--- src/shared/comparator_regs_pkg.sv ---
// constants for the comparator interface register bank
// assumes a 32-bit APB slave and a 10 MHz system clock
package comparator_regs_pkg;

	// ----------------------------------------------------------------
	// register offsets (byte addresses)
	// ----------------------------------------------------------------
	localparam logic [7:0] OFS_CONTROL                = 8'h00;
	localparam logic [7:0] OFS_COMPARATOR_STATUS      = 8'h04;
	localparam logic [7:0] OFS_INTERRUPT_ENABLE_SET   = 8'h10;
	localparam logic [7:0] OFS_INTERRUPT_ENABLE_CLEAR = 8'h14;
	localparam logic [7:0] OFS_INTERRUPT_MASK         = 8'h18;
	localparam logic [7:0] OFS_INTERRUPT_PENDING      = 8'h1c;
	localparam logic [7:0] OFS_INTERRUPT_PENDING_CLR  = 8'h20;
	localparam logic [7:0] OFS_OUTPUT_OVERRIDE        = 8'h24;

	// ----------------------------------------------------------------
	// control fields
	// ----------------------------------------------------------------
	localparam int CTL_EN_BIT         = 0;
	localparam int CTL_EVENT_BIT      = 1;
	localparam int CTL_TEST_BIT       = 7;
	localparam int CTL_STARTUP_LSB    = 8;
	localparam int STARTUP_W          = 10;
	localparam logic [31:0] CTL_WRITE_MASK = 32'h0003_ff83;

	// ----------------------------------------------------------------
	// status / interrupt layout
	// ----------------------------------------------------------------
	localparam int N_CHAN             = 8;
	localparam int N_PAIR             = 4;
	localparam int WIN_LSB            = 24;
	localparam int OVR_W              = 8;

	// ----------------------------------------------------------------
	// reset values
	// ----------------------------------------------------------------
	localparam logic [31:0] RST_CONTROL  = 32'h0000_0000;
	localparam logic [31:0] RST_MASK     = 32'h0000_0000;
	localparam logic [31:0] RST_PENDING  = 32'h0000_0000;
	localparam logic [7:0]  RST_OVERRIDE = 8'h00;

	// ----------------------------------------------------------------
	// timing: generic clock derived from the system clock
	// ----------------------------------------------------------------
	localparam int SYS_CLK_HZ         = 10_000_000;
	localparam int GENERIC_CLK_HZ     = 1_000_000;
	localparam int GENERIC_CLOCK_DIV           = SYS_CLK_HZ / GENERIC_CLK_HZ;
	localparam int GENERIC_CLOCK_DIV_W         = 4;

endpackage : comparator_regs_pkg

--- src/rtl/comparator_status_interrupt_regs.sv ---
// register bank of the eight-channel comparator interface
// assumes an APB master on clk_sys; comparator outputs and ready flags
// arrive from the analog side unsynchronised, the rest from logic on clk_sys
//
// Chosen here: the APB interface to the registers.
`timescale 1ns/10ps
module comparator_status_interrupt_regs (
	input  wire logic        clk_sys,
	input  wire logic        rst,
	// apb slave
	input  wire logic        psel,
	input  wire logic        penable,
	input  wire logic        pwrite,
	input  wire logic [7:0]  paddr,
	input  wire logic [31:0] pwdata,
	output logic      [31:0] prdata,
	output logic             pready,
	output logic             pslverr,
	// comparator side
	input  wire logic [7:0]  comparator_output,
	input  wire logic [7:0]  comparator_valid,
	input  wire logic [7:0]  channel_enable,
	input  wire logic [3:0]  window_inside_status,
	input  wire logic [3:0]  window_pair_irq,
	input  wire logic [7:0]  channel_compare_irq,
	input  wire logic        peripheral_event,
	output logic      [7:0]  channel_compare_in,
	output logic      [7:0]  startup_done,
	output logic             event_compare_start,
	output logic             interface_enable,
	output logic             irq
);

	// ----------------------------------------------------------------
	// state
	// ----------------------------------------------------------------
	logic [31:0] control_q;
	logic [31:0] mask_q;
	logic [31:0] pending_q;
	logic [31:0] pending_d;
	logic [7:0]  override_q;
	logic [7:0]  comp_meta_q;
	logic [7:0]  comp_sync_q;
	logic [7:0]  valid_meta_q;
	logic [7:0]  valid_sync_q;
	logic [7:0]  chan_on_q;
	logic [7:0]  started_q;
	logic [7:0]  started_d;
	localparam int STARTUP_CNT_W = comparator_regs_pkg::STARTUP_W;
	logic [STARTUP_CNT_W-1:0] start_cnt_q [8];
	logic [comparator_regs_pkg::GENERIC_CLOCK_DIV_W-1:0] generic_clock_div_q;
	logic        generic_clock_tick_q;
	logic [7:0]  comp_sel;
	logic [7:0]  chan_active;
	logic [31:0] status_word;
	logic [31:0] set_events;
	logic [31:0] rd_data;
	logic        addr_ok;
	logic        wr_en;
	logic        rd_phase;

	// ----------------------------------------------------------------
	// helpers
	// ----------------------------------------------------------------
	// place two bits for each of the eight channels and four pair bits in the shared layout
	function automatic logic [31:0] pack_layout(input logic [7:0] even_bits,
	                                            input logic [7:0] odd_bits,
	                                            input logic [3:0] pair_bits);
		logic [31:0] w;
		w = 32'h0000_0000;
		for (int i = 0; i < comparator_regs_pkg::N_CHAN; i++) begin
			w[2*i]   = even_bits[i];
			w[2*i+1] = odd_bits[i];
		end
		w[comparator_regs_pkg::WIN_LSB +: comparator_regs_pkg::N_PAIR] = pair_bits;
		return w;
	endfunction : pack_layout

	function automatic logic is_offset(input logic [7:0] addr, input logic [7:0] ofs);
		return addr == ofs;
	endfunction : is_offset

	// ----------------------------------------------------------------
	// apb slave: one wait state, read latched as pready rises, write on the edge that ends pready
	// ----------------------------------------------------------------
	assign rd_phase = psel && penable && !pready;
	assign wr_en    = psel && penable && pready && pwrite && addr_ok;

	always_comb begin
		addr_ok = is_offset(paddr, comparator_regs_pkg::OFS_CONTROL)
			|| is_offset(paddr, comparator_regs_pkg::OFS_COMPARATOR_STATUS)
			|| is_offset(paddr, comparator_regs_pkg::OFS_INTERRUPT_ENABLE_SET)
			|| is_offset(paddr, comparator_regs_pkg::OFS_INTERRUPT_ENABLE_CLEAR)
			|| is_offset(paddr, comparator_regs_pkg::OFS_INTERRUPT_MASK)
			|| is_offset(paddr, comparator_regs_pkg::OFS_INTERRUPT_PENDING)
			|| is_offset(paddr, comparator_regs_pkg::OFS_INTERRUPT_PENDING_CLR)
			|| is_offset(paddr, comparator_regs_pkg::OFS_OUTPUT_OVERRIDE);
	end

	always_comb begin
		rd_data = 32'h0000_0000;
		case (paddr)
			comparator_regs_pkg::OFS_CONTROL:           rd_data = control_q;
			comparator_regs_pkg::OFS_COMPARATOR_STATUS: rd_data = status_word;
			comparator_regs_pkg::OFS_INTERRUPT_MASK:    rd_data = mask_q;
			comparator_regs_pkg::OFS_INTERRUPT_PENDING: rd_data = pending_q;
			comparator_regs_pkg::OFS_OUTPUT_OVERRIDE:   rd_data = {24'h00_0000, override_q};
			default:                                    rd_data = 32'h0000_0000;
		endcase
	end

	always_ff @(posedge clk_sys or posedge rst) begin
		if (rst) begin
			pready  <= 1'b0;
			pslverr <= 1'b0;
			prdata  <= 32'h0000_0000;
		end else begin
			pready  <= rd_phase;
			pslverr <= rd_phase && !addr_ok;
			if (rd_phase && !pwrite) begin
				prdata <= rd_data;
			end
		end
	end

	// ----------------------------------------------------------------
	// control and override registers
	// ----------------------------------------------------------------
	always_ff @(posedge clk_sys or posedge rst) begin
		if (rst) begin
			control_q <= comparator_regs_pkg::RST_CONTROL;
		end else if (wr_en && is_offset(paddr, comparator_regs_pkg::OFS_CONTROL)) begin
			control_q <= pwdata & comparator_regs_pkg::CTL_WRITE_MASK;
		end
	end

	always_ff @(posedge clk_sys or posedge rst) begin
		if (rst) begin
			override_q <= comparator_regs_pkg::RST_OVERRIDE;
		end else if (wr_en && is_offset(paddr, comparator_regs_pkg::OFS_OUTPUT_OVERRIDE)) begin
			override_q <= pwdata[comparator_regs_pkg::OVR_W-1:0];
		end
	end

	// ----------------------------------------------------------------
	// analog inputs: two-flop synchronisers
	// ----------------------------------------------------------------
	always_ff @(posedge clk_sys or posedge rst) begin
		if (rst) begin
			comp_meta_q  <= 8'h00;
			comp_sync_q  <= 8'h00;
			valid_meta_q <= 8'h00;
			valid_sync_q <= 8'h00;
		end else begin
			comp_meta_q  <= comparator_output;
			comp_sync_q  <= comp_meta_q;
			valid_meta_q <= comparator_valid;
			valid_sync_q <= valid_meta_q;
		end
	end

	assign comp_sel = control_q[comparator_regs_pkg::CTL_TEST_BIT] ? override_q : comp_sync_q;

	assign chan_active = channel_enable & {8{control_q[comparator_regs_pkg::CTL_EN_BIT]}};

	always_ff @(posedge clk_sys or posedge rst) begin
		if (rst) begin
			channel_compare_in <= 8'h00;
			interface_enable   <= 1'b0;
		end else begin
			channel_compare_in <= comp_sel;
			interface_enable   <= control_q[comparator_regs_pkg::CTL_EN_BIT];
		end
	end

	// ----------------------------------------------------------------
	// peripheral event trigger
	// ----------------------------------------------------------------
	always_ff @(posedge clk_sys or posedge rst) begin
		if (rst) begin
			event_compare_start <= 1'b0;
		end else begin
			event_compare_start <= peripheral_event
				&& control_q[comparator_regs_pkg::CTL_EVENT_BIT]
				&& control_q[comparator_regs_pkg::CTL_EN_BIT];
		end
	end

	// ----------------------------------------------------------------
	// generic clock tick and per-channel startup timers
	// ----------------------------------------------------------------
	always_ff @(posedge clk_sys or posedge rst) begin
		if (rst) begin
			generic_clock_div_q  <= '0;
			generic_clock_tick_q <= 1'b0;
		end else if (generic_clock_div_q ==
			comparator_regs_pkg::GENERIC_CLOCK_DIV_W'(comparator_regs_pkg::GENERIC_CLOCK_DIV - 1)) begin
			generic_clock_div_q  <= '0;
			generic_clock_tick_q <= 1'b1;
		end else begin
			generic_clock_div_q  <= generic_clock_div_q + 1'b1;
			generic_clock_tick_q <= 1'b0;
		end
	end

	// count startup ticks after each enable
	always_comb begin
		started_d = started_q;
		for (int i = 0; i < comparator_regs_pkg::N_CHAN; i++) begin
			if (!chan_active[i]) begin
				started_d[i] = 1'b0;
			end else if (generic_clock_tick_q && !started_q[i] && start_cnt_q[i] >=
				control_q[comparator_regs_pkg::CTL_STARTUP_LSB +: STARTUP_CNT_W]) begin
				started_d[i] = 1'b1;
			end
		end
	end

	always_ff @(posedge clk_sys or posedge rst) begin
		if (rst) begin
			for (int i = 0; i < comparator_regs_pkg::N_CHAN; i++) begin
				start_cnt_q[i] <= '0;
			end
			started_q <= 8'h00;
			chan_on_q <= 8'h00;
		end else begin
			chan_on_q <= chan_active;
			started_q <= started_d;
			for (int i = 0; i < comparator_regs_pkg::N_CHAN; i++) begin
				if (!chan_active[i] || !chan_on_q[i]) begin
					start_cnt_q[i] <= '0;
				end else if (generic_clock_tick_q && !started_q[i]) begin
					start_cnt_q[i] <= start_cnt_q[i] + 1'b1;
				end
			end
		end
	end

	always_ff @(posedge clk_sys or posedge rst) begin
		if (rst) begin
			startup_done <= 8'h00;
		end else begin
			startup_done <= started_q;
		end
	end

	// ----------------------------------------------------------------
	// status word
	// ----------------------------------------------------------------
	// status layout
	assign status_word = pack_layout(comp_sel & chan_active,
		valid_sync_q & chan_active & started_q,
		window_inside_status);

	// ----------------------------------------------------------------
	// interrupt mask
	// ----------------------------------------------------------------
	always_ff @(posedge clk_sys or posedge rst) begin
		if (rst) begin
			mask_q <= comparator_regs_pkg::RST_MASK;
		end else if (wr_en && is_offset(paddr,
			comparator_regs_pkg::OFS_INTERRUPT_ENABLE_SET)) begin
			mask_q <= mask_q | (pwdata & pack_layout(8'hff, 8'hff, 4'hf));
		end else if (wr_en && is_offset(paddr,
			comparator_regs_pkg::OFS_INTERRUPT_ENABLE_CLEAR)) begin
			mask_q <= mask_q & ~pwdata;
		end
	end

	// ----------------------------------------------------------------
	// interrupt pending: hardware set wins over software clear
	// ----------------------------------------------------------------
	// pending sources
	assign set_events = pack_layout(channel_compare_irq & chan_active,
		started_d & ~started_q,
		window_pair_irq & {4{control_q[comparator_regs_pkg::CTL_EN_BIT]}});

	always_comb begin
		pending_d = pending_q | set_events;
		if (wr_en && is_offset(paddr, comparator_regs_pkg::OFS_INTERRUPT_PENDING_CLR)) begin
			pending_d = (pending_q & ~pwdata) | set_events;
		end
	end

	always_ff @(posedge clk_sys or posedge rst) begin
		if (rst) begin
			pending_q <= comparator_regs_pkg::RST_PENDING;
		end else begin
			pending_q <= pending_d;
		end
	end

	always_ff @(posedge clk_sys or posedge rst) begin
		if (rst) begin
			irq <= 1'b0;
		end else begin
			irq <= |(pending_d & mask_q);
		end
	end

endmodule : comparator_status_interrupt_regs

--- config.mk ---
export PLATFORM = sky130hd
export DESIGN_NAME = comparator_status_interrupt_regs
export DESIGN_NICKNAME = d
export VERILOG_FILES = /design/src/shared/comparator_regs_pkg.sv /design/src/rtl/comparator_status_interrupt_regs.sv
export SDC_FILE = /design/constraint.sdc
export NUM_CORES = 1
export LEC_CHECK = 0
export ABC_AREA = 1
export ABC_CLOCK_PERIOD_IN_PS = 10400
export BUFFER_PORTS_ARGS = -buffer_cell sky130_fd_sc_hd__buf_2
export CAP_MARGIN = 20
export CORE_UTILIZATION = 50
export DETAILED_ROUTE_END_ITERATION = 8
export PLACE_DENSITY = 0.69
export SLEW_MARGIN = 10
export SYNTH_ARGS = -nofsm -noshare
export SYNTH_HDL_FRONTEND = slang
export SYNTH_SLANG_ARGS = --single-unit
--- constraint.sdc ---
create_clock -name clk_sys -period 10.4 [get_ports clk_sys]
set_input_delay 1.04 -clock clk_sys [delete_from_list [all_inputs] [get_ports clk_sys]]
set_output_delay 1.04 -clock clk_sys [all_outputs]
set_load 0.01 [all_outputs]
==> metrics.txt <==
Worst Tran Pin Value=1.09 ns; vias after detailed routing=11.8k; Worst setup EP type=register; power share of the clock group=0.488; # hold bufs at CTS=0; final WL=37.4 mm; residual DRC count=0; FF-to-FF End=irq; Worst VDD drop=107 uV; max_slew headroom=0.270; initial core utilization=0.513; setup TNS=0 ns; worst min-delay path category=reg2reg; asr flop ratio synth=1.00; P_int=between 0.0015 and 0.002 W; synthesized area=around 14000 um^2; upper clock frequency limit=~320 MHz; Syn Area/Cell=8.16 um^2; fin crit period=between 3 and 4 ns; syn_nets=1877; max_cap viols=0; row count=60; WL/cell=16.6 um; reg2reg setup slack=roughly 7.7 ns; worst r2r src=pready; count leader, synth=nand2_1; WHS Endpoint=comp_sync_q[4]; final worst slack=7.25 ns; top-area cell type share of the netlist area=0.488; first-pass GRT wire length=59.2 mm; drt pass-1 iters=7; top cells by area, synth=dfrtp_1, nand2_1, ha_1; dpl cell area=15000 um^2; GRT Total Usage=0.268; I/O pin count=roughly 140; Port Buf Inserts=~140; Final ANT Viol Nets=0; TritonCTS clock tree=done; RSZ-0062 raised after global routing=false; vias per cell=~5.3; Worst Path Arrival=~3.6 ns; crit-path max FO=20; Hold Vio Cnt, Final=0; Setup Buffers After CTS=0; clock slew at reported path FFs=0.06 ns; Chip Height=roughly 170 um; Clock Skew=about 0.019 ns; global route overflow=0; vias in the first global route=11.0k; Hold Crit Depth=0; H-tree levels=1; Max Root-Sink Buffers=3; Seq/Total Area, Yosys=0.488; status=finished clean; endpoints failing setup=0; largest net degree at the start of global routing=141; post-detail-place hpwl=26.2 mm; Clock Sinks=271; post-synthesis cell type count=between 40 and 50; Setup WS pre-CTS=6.75 ns; area grow syn2layout=15.3%; switch share=0.225; synth cell count leaders=nand2_1, dfrtp_1, inv_1; Yosys warning count=0; P_leak=around 8.5 nW; prevailing post-synth register cell=dfrtp_1; share of cells above drive strength 1=0.120; cts repair resizes=0; initial drt markers=around 1.1k; Nets=between 2k and 2.5k; Die ar.=28500 um^2; Critical Path RT=10.86 ns; Clock Latency Late Sink=0.57 ns; Root Driver=clkbuf_16; EDFF count, synth=0; final design area excluding fillers=16000 um^2; post-synth top area cell=dfrtp_1; critical path class=in2reg; TritonCTS buffer count=30; RD Place Congestion=0.904; reg2reg path depth=10; Core Box Area=27100 um^2; Hold Crit Start=comp_meta_q[4]; Core Util, Final=0.591; Pwr Total=around 0.0023 W; part of the power in registers=0.472; Die W=169 um; crit start category=input port; #FFs+latches synth=271; Max Slew Vio Count=0; Post-Syn Instances=~1.7k; Combinational Power Share=0.040; Psw=around 0.0005 W; initial antenna violation count=1; pwr dens=142 nW/um^2; Tcrit/Tclk final=0.302
flip-flops by register name, indices dropped and copies added, names as in the netlist, 4 cells and up, named ones only:
name and count:
channel_compare_in 8, comp_sync_q 8, generic_clock_div_q 4, control_q 13, prdata 32, valid_meta_q 8
override_q 8, pending_q 32, mask_q 12, start_cnt_q 80, started_q 8, valid_sync_q 8
comp_meta_q 8, startup_done 8, chan_on_q 8
worst max-delay path, stage by stage:
cell and delay, ns:
buf_2 0.08, inv_2 0.03, nand2_2 0.13, nor2_1 0.07
nand2_2 0.35, nand2_1 0.12, nor2_2 0.17, nand2_4 0.17
nand3_1 0.68, nand3_1 0.22, nand3_1 0.16, nand2_1 0.06
nor2_1 0.11, nand2_1 0.07, nor2_1 0.08, nand2_1 0.05
cell usage in the layout (no fill, tap or decap), types with 3 or more instances in the layout:
| cell | synthesis | final |
|---|---|---|
| buf_4 | 2 | 7 |
| a221oi_1 | 8 | 8 |
| nor3_1 | 37 | 36 |
| nor3b_1 | 5 | 5 |
| clkbuf_1 | 17 | 4 |
| clkbuf_16 | 0 | 31 |
| clkbuf_8 | 0 | 4 |
| a21o_1 | 7 | 7 |
| a22oi_1 | 7 | 7 |
| inv_1 | 247 | 246 |
| nor2_1 | 133 | 133 |
| a41oi_1 | 4 | 4 |
| nor2_2 | 6 | 6 |
| a22o_1 | 10 | 10 |
| a31oi_1 | 7 | 7 |
| nand2_2 | 7 | 7 |
| bufinv_16 | 0 | 4 |
| clkinv_2 | 0 | 8 |
| buf_2 | 6 | 138 |
| ha_1 | 88 | 88 |
| nor4_1 | 3 | 3 |
| o22ai_1 | 11 | 11 |
| nand3_1 | 105 | 105 |
| clkinv_1 | 5 | 5 |
| nand4_1 | 27 | 27 |
| a21oi_1 | 75 | 75 |
| nor2_4 | 3 | 3 |
| nand2_1 | 444 | 444 |
| o21a_1 | 6 | 6 |
| o221ai_1 | 3 | 3 |
| xor2_1 | 3 | 3 |
| o21ai_0 | 122 | 122 |
| inv_2 | 5 | 5 |
| dfrtp_1 | 271 | 271 |
| and2_1 | 8 | 8 |
| clkinvlp_4 | 0 | 3 |
metrics by stage:
stage / instances / hold slack, ns
CTS: 2247 / 0.348
finish: 2248 / 0.347
floorplan: 1703 / 0.331
global route: 2248 / 0.355
global placement: 2193 / 0.332
detailed placement: 2193 / 0.335
layer usage:
layer / wire length (um) / global-route usage / vias up
li1: - / - / 5833
met1: 16900 / 0.387 / 5539
met2: 16500 / 0.406 / 402
met3: 2880 / 0.0486 / 72
met4: 1150 / 0.0905 / 0
met5: 0 / 0 / -
worst max-delay path by stage:
stage          cells after the start  slack, ns      from      endpoint
2_1_floorplan                      1       1.89       rst     async pin
3_3_place_gp                      11       6.84  paddr[5]  control_q[8]
3_5_place_dp                      16       6.75  paddr[0]           irq
4_1_cts                           16       7.33  paddr[0]           irq
5_1_grt                           16       7.09  paddr[0]           irq
6_report                          16       7.25  paddr[0]           irq
power by group through the flow:
stage | registers (W) | clock network (W) | logic [W]
after global placement | 0.00109 | 0 | 0.0000909
final | 0.00107 | 0.00111 | 0.0000904
after CTS | 0.00107 | 0.00112 | 0.0000922
after global routing | 0.00107 | 0.00116 | 0.000102
after floorplan | 0.00109 | 0 | 0.0000438
after detailed placement | 0.00109 | 0 | 0.0000916
area by class of cell:
| cell class | count | area [um^2] |
|---|---|---|
| fillers | 2403 | 11100 |
| flip-flops and latches | 271 | 6780 |
| multi-input cells | 1148 | 6030 |
| inverters | 257 | 972 |
| clock buffers | 39 | 846 |
| repair buffers | 145 | 743 |
| well taps | 372 | 465 |
| clock inverters | 15 | 183 |
| diodes | 1 | 2.50 |
cells by family after synthesis:
family | synth area share
AO/OA/AOI/OAI | 0.108
XOR/XNOR | 0.00315
adder cells (fa/ha/maj) | 0.0792
buffers and inverters | 0.0783
flip-flops | 0.488
multiplexers | 0.000810
AND/OR/NAND/NOR | 0.242
No activity file was read; power rests on OpenSTA's default activity.
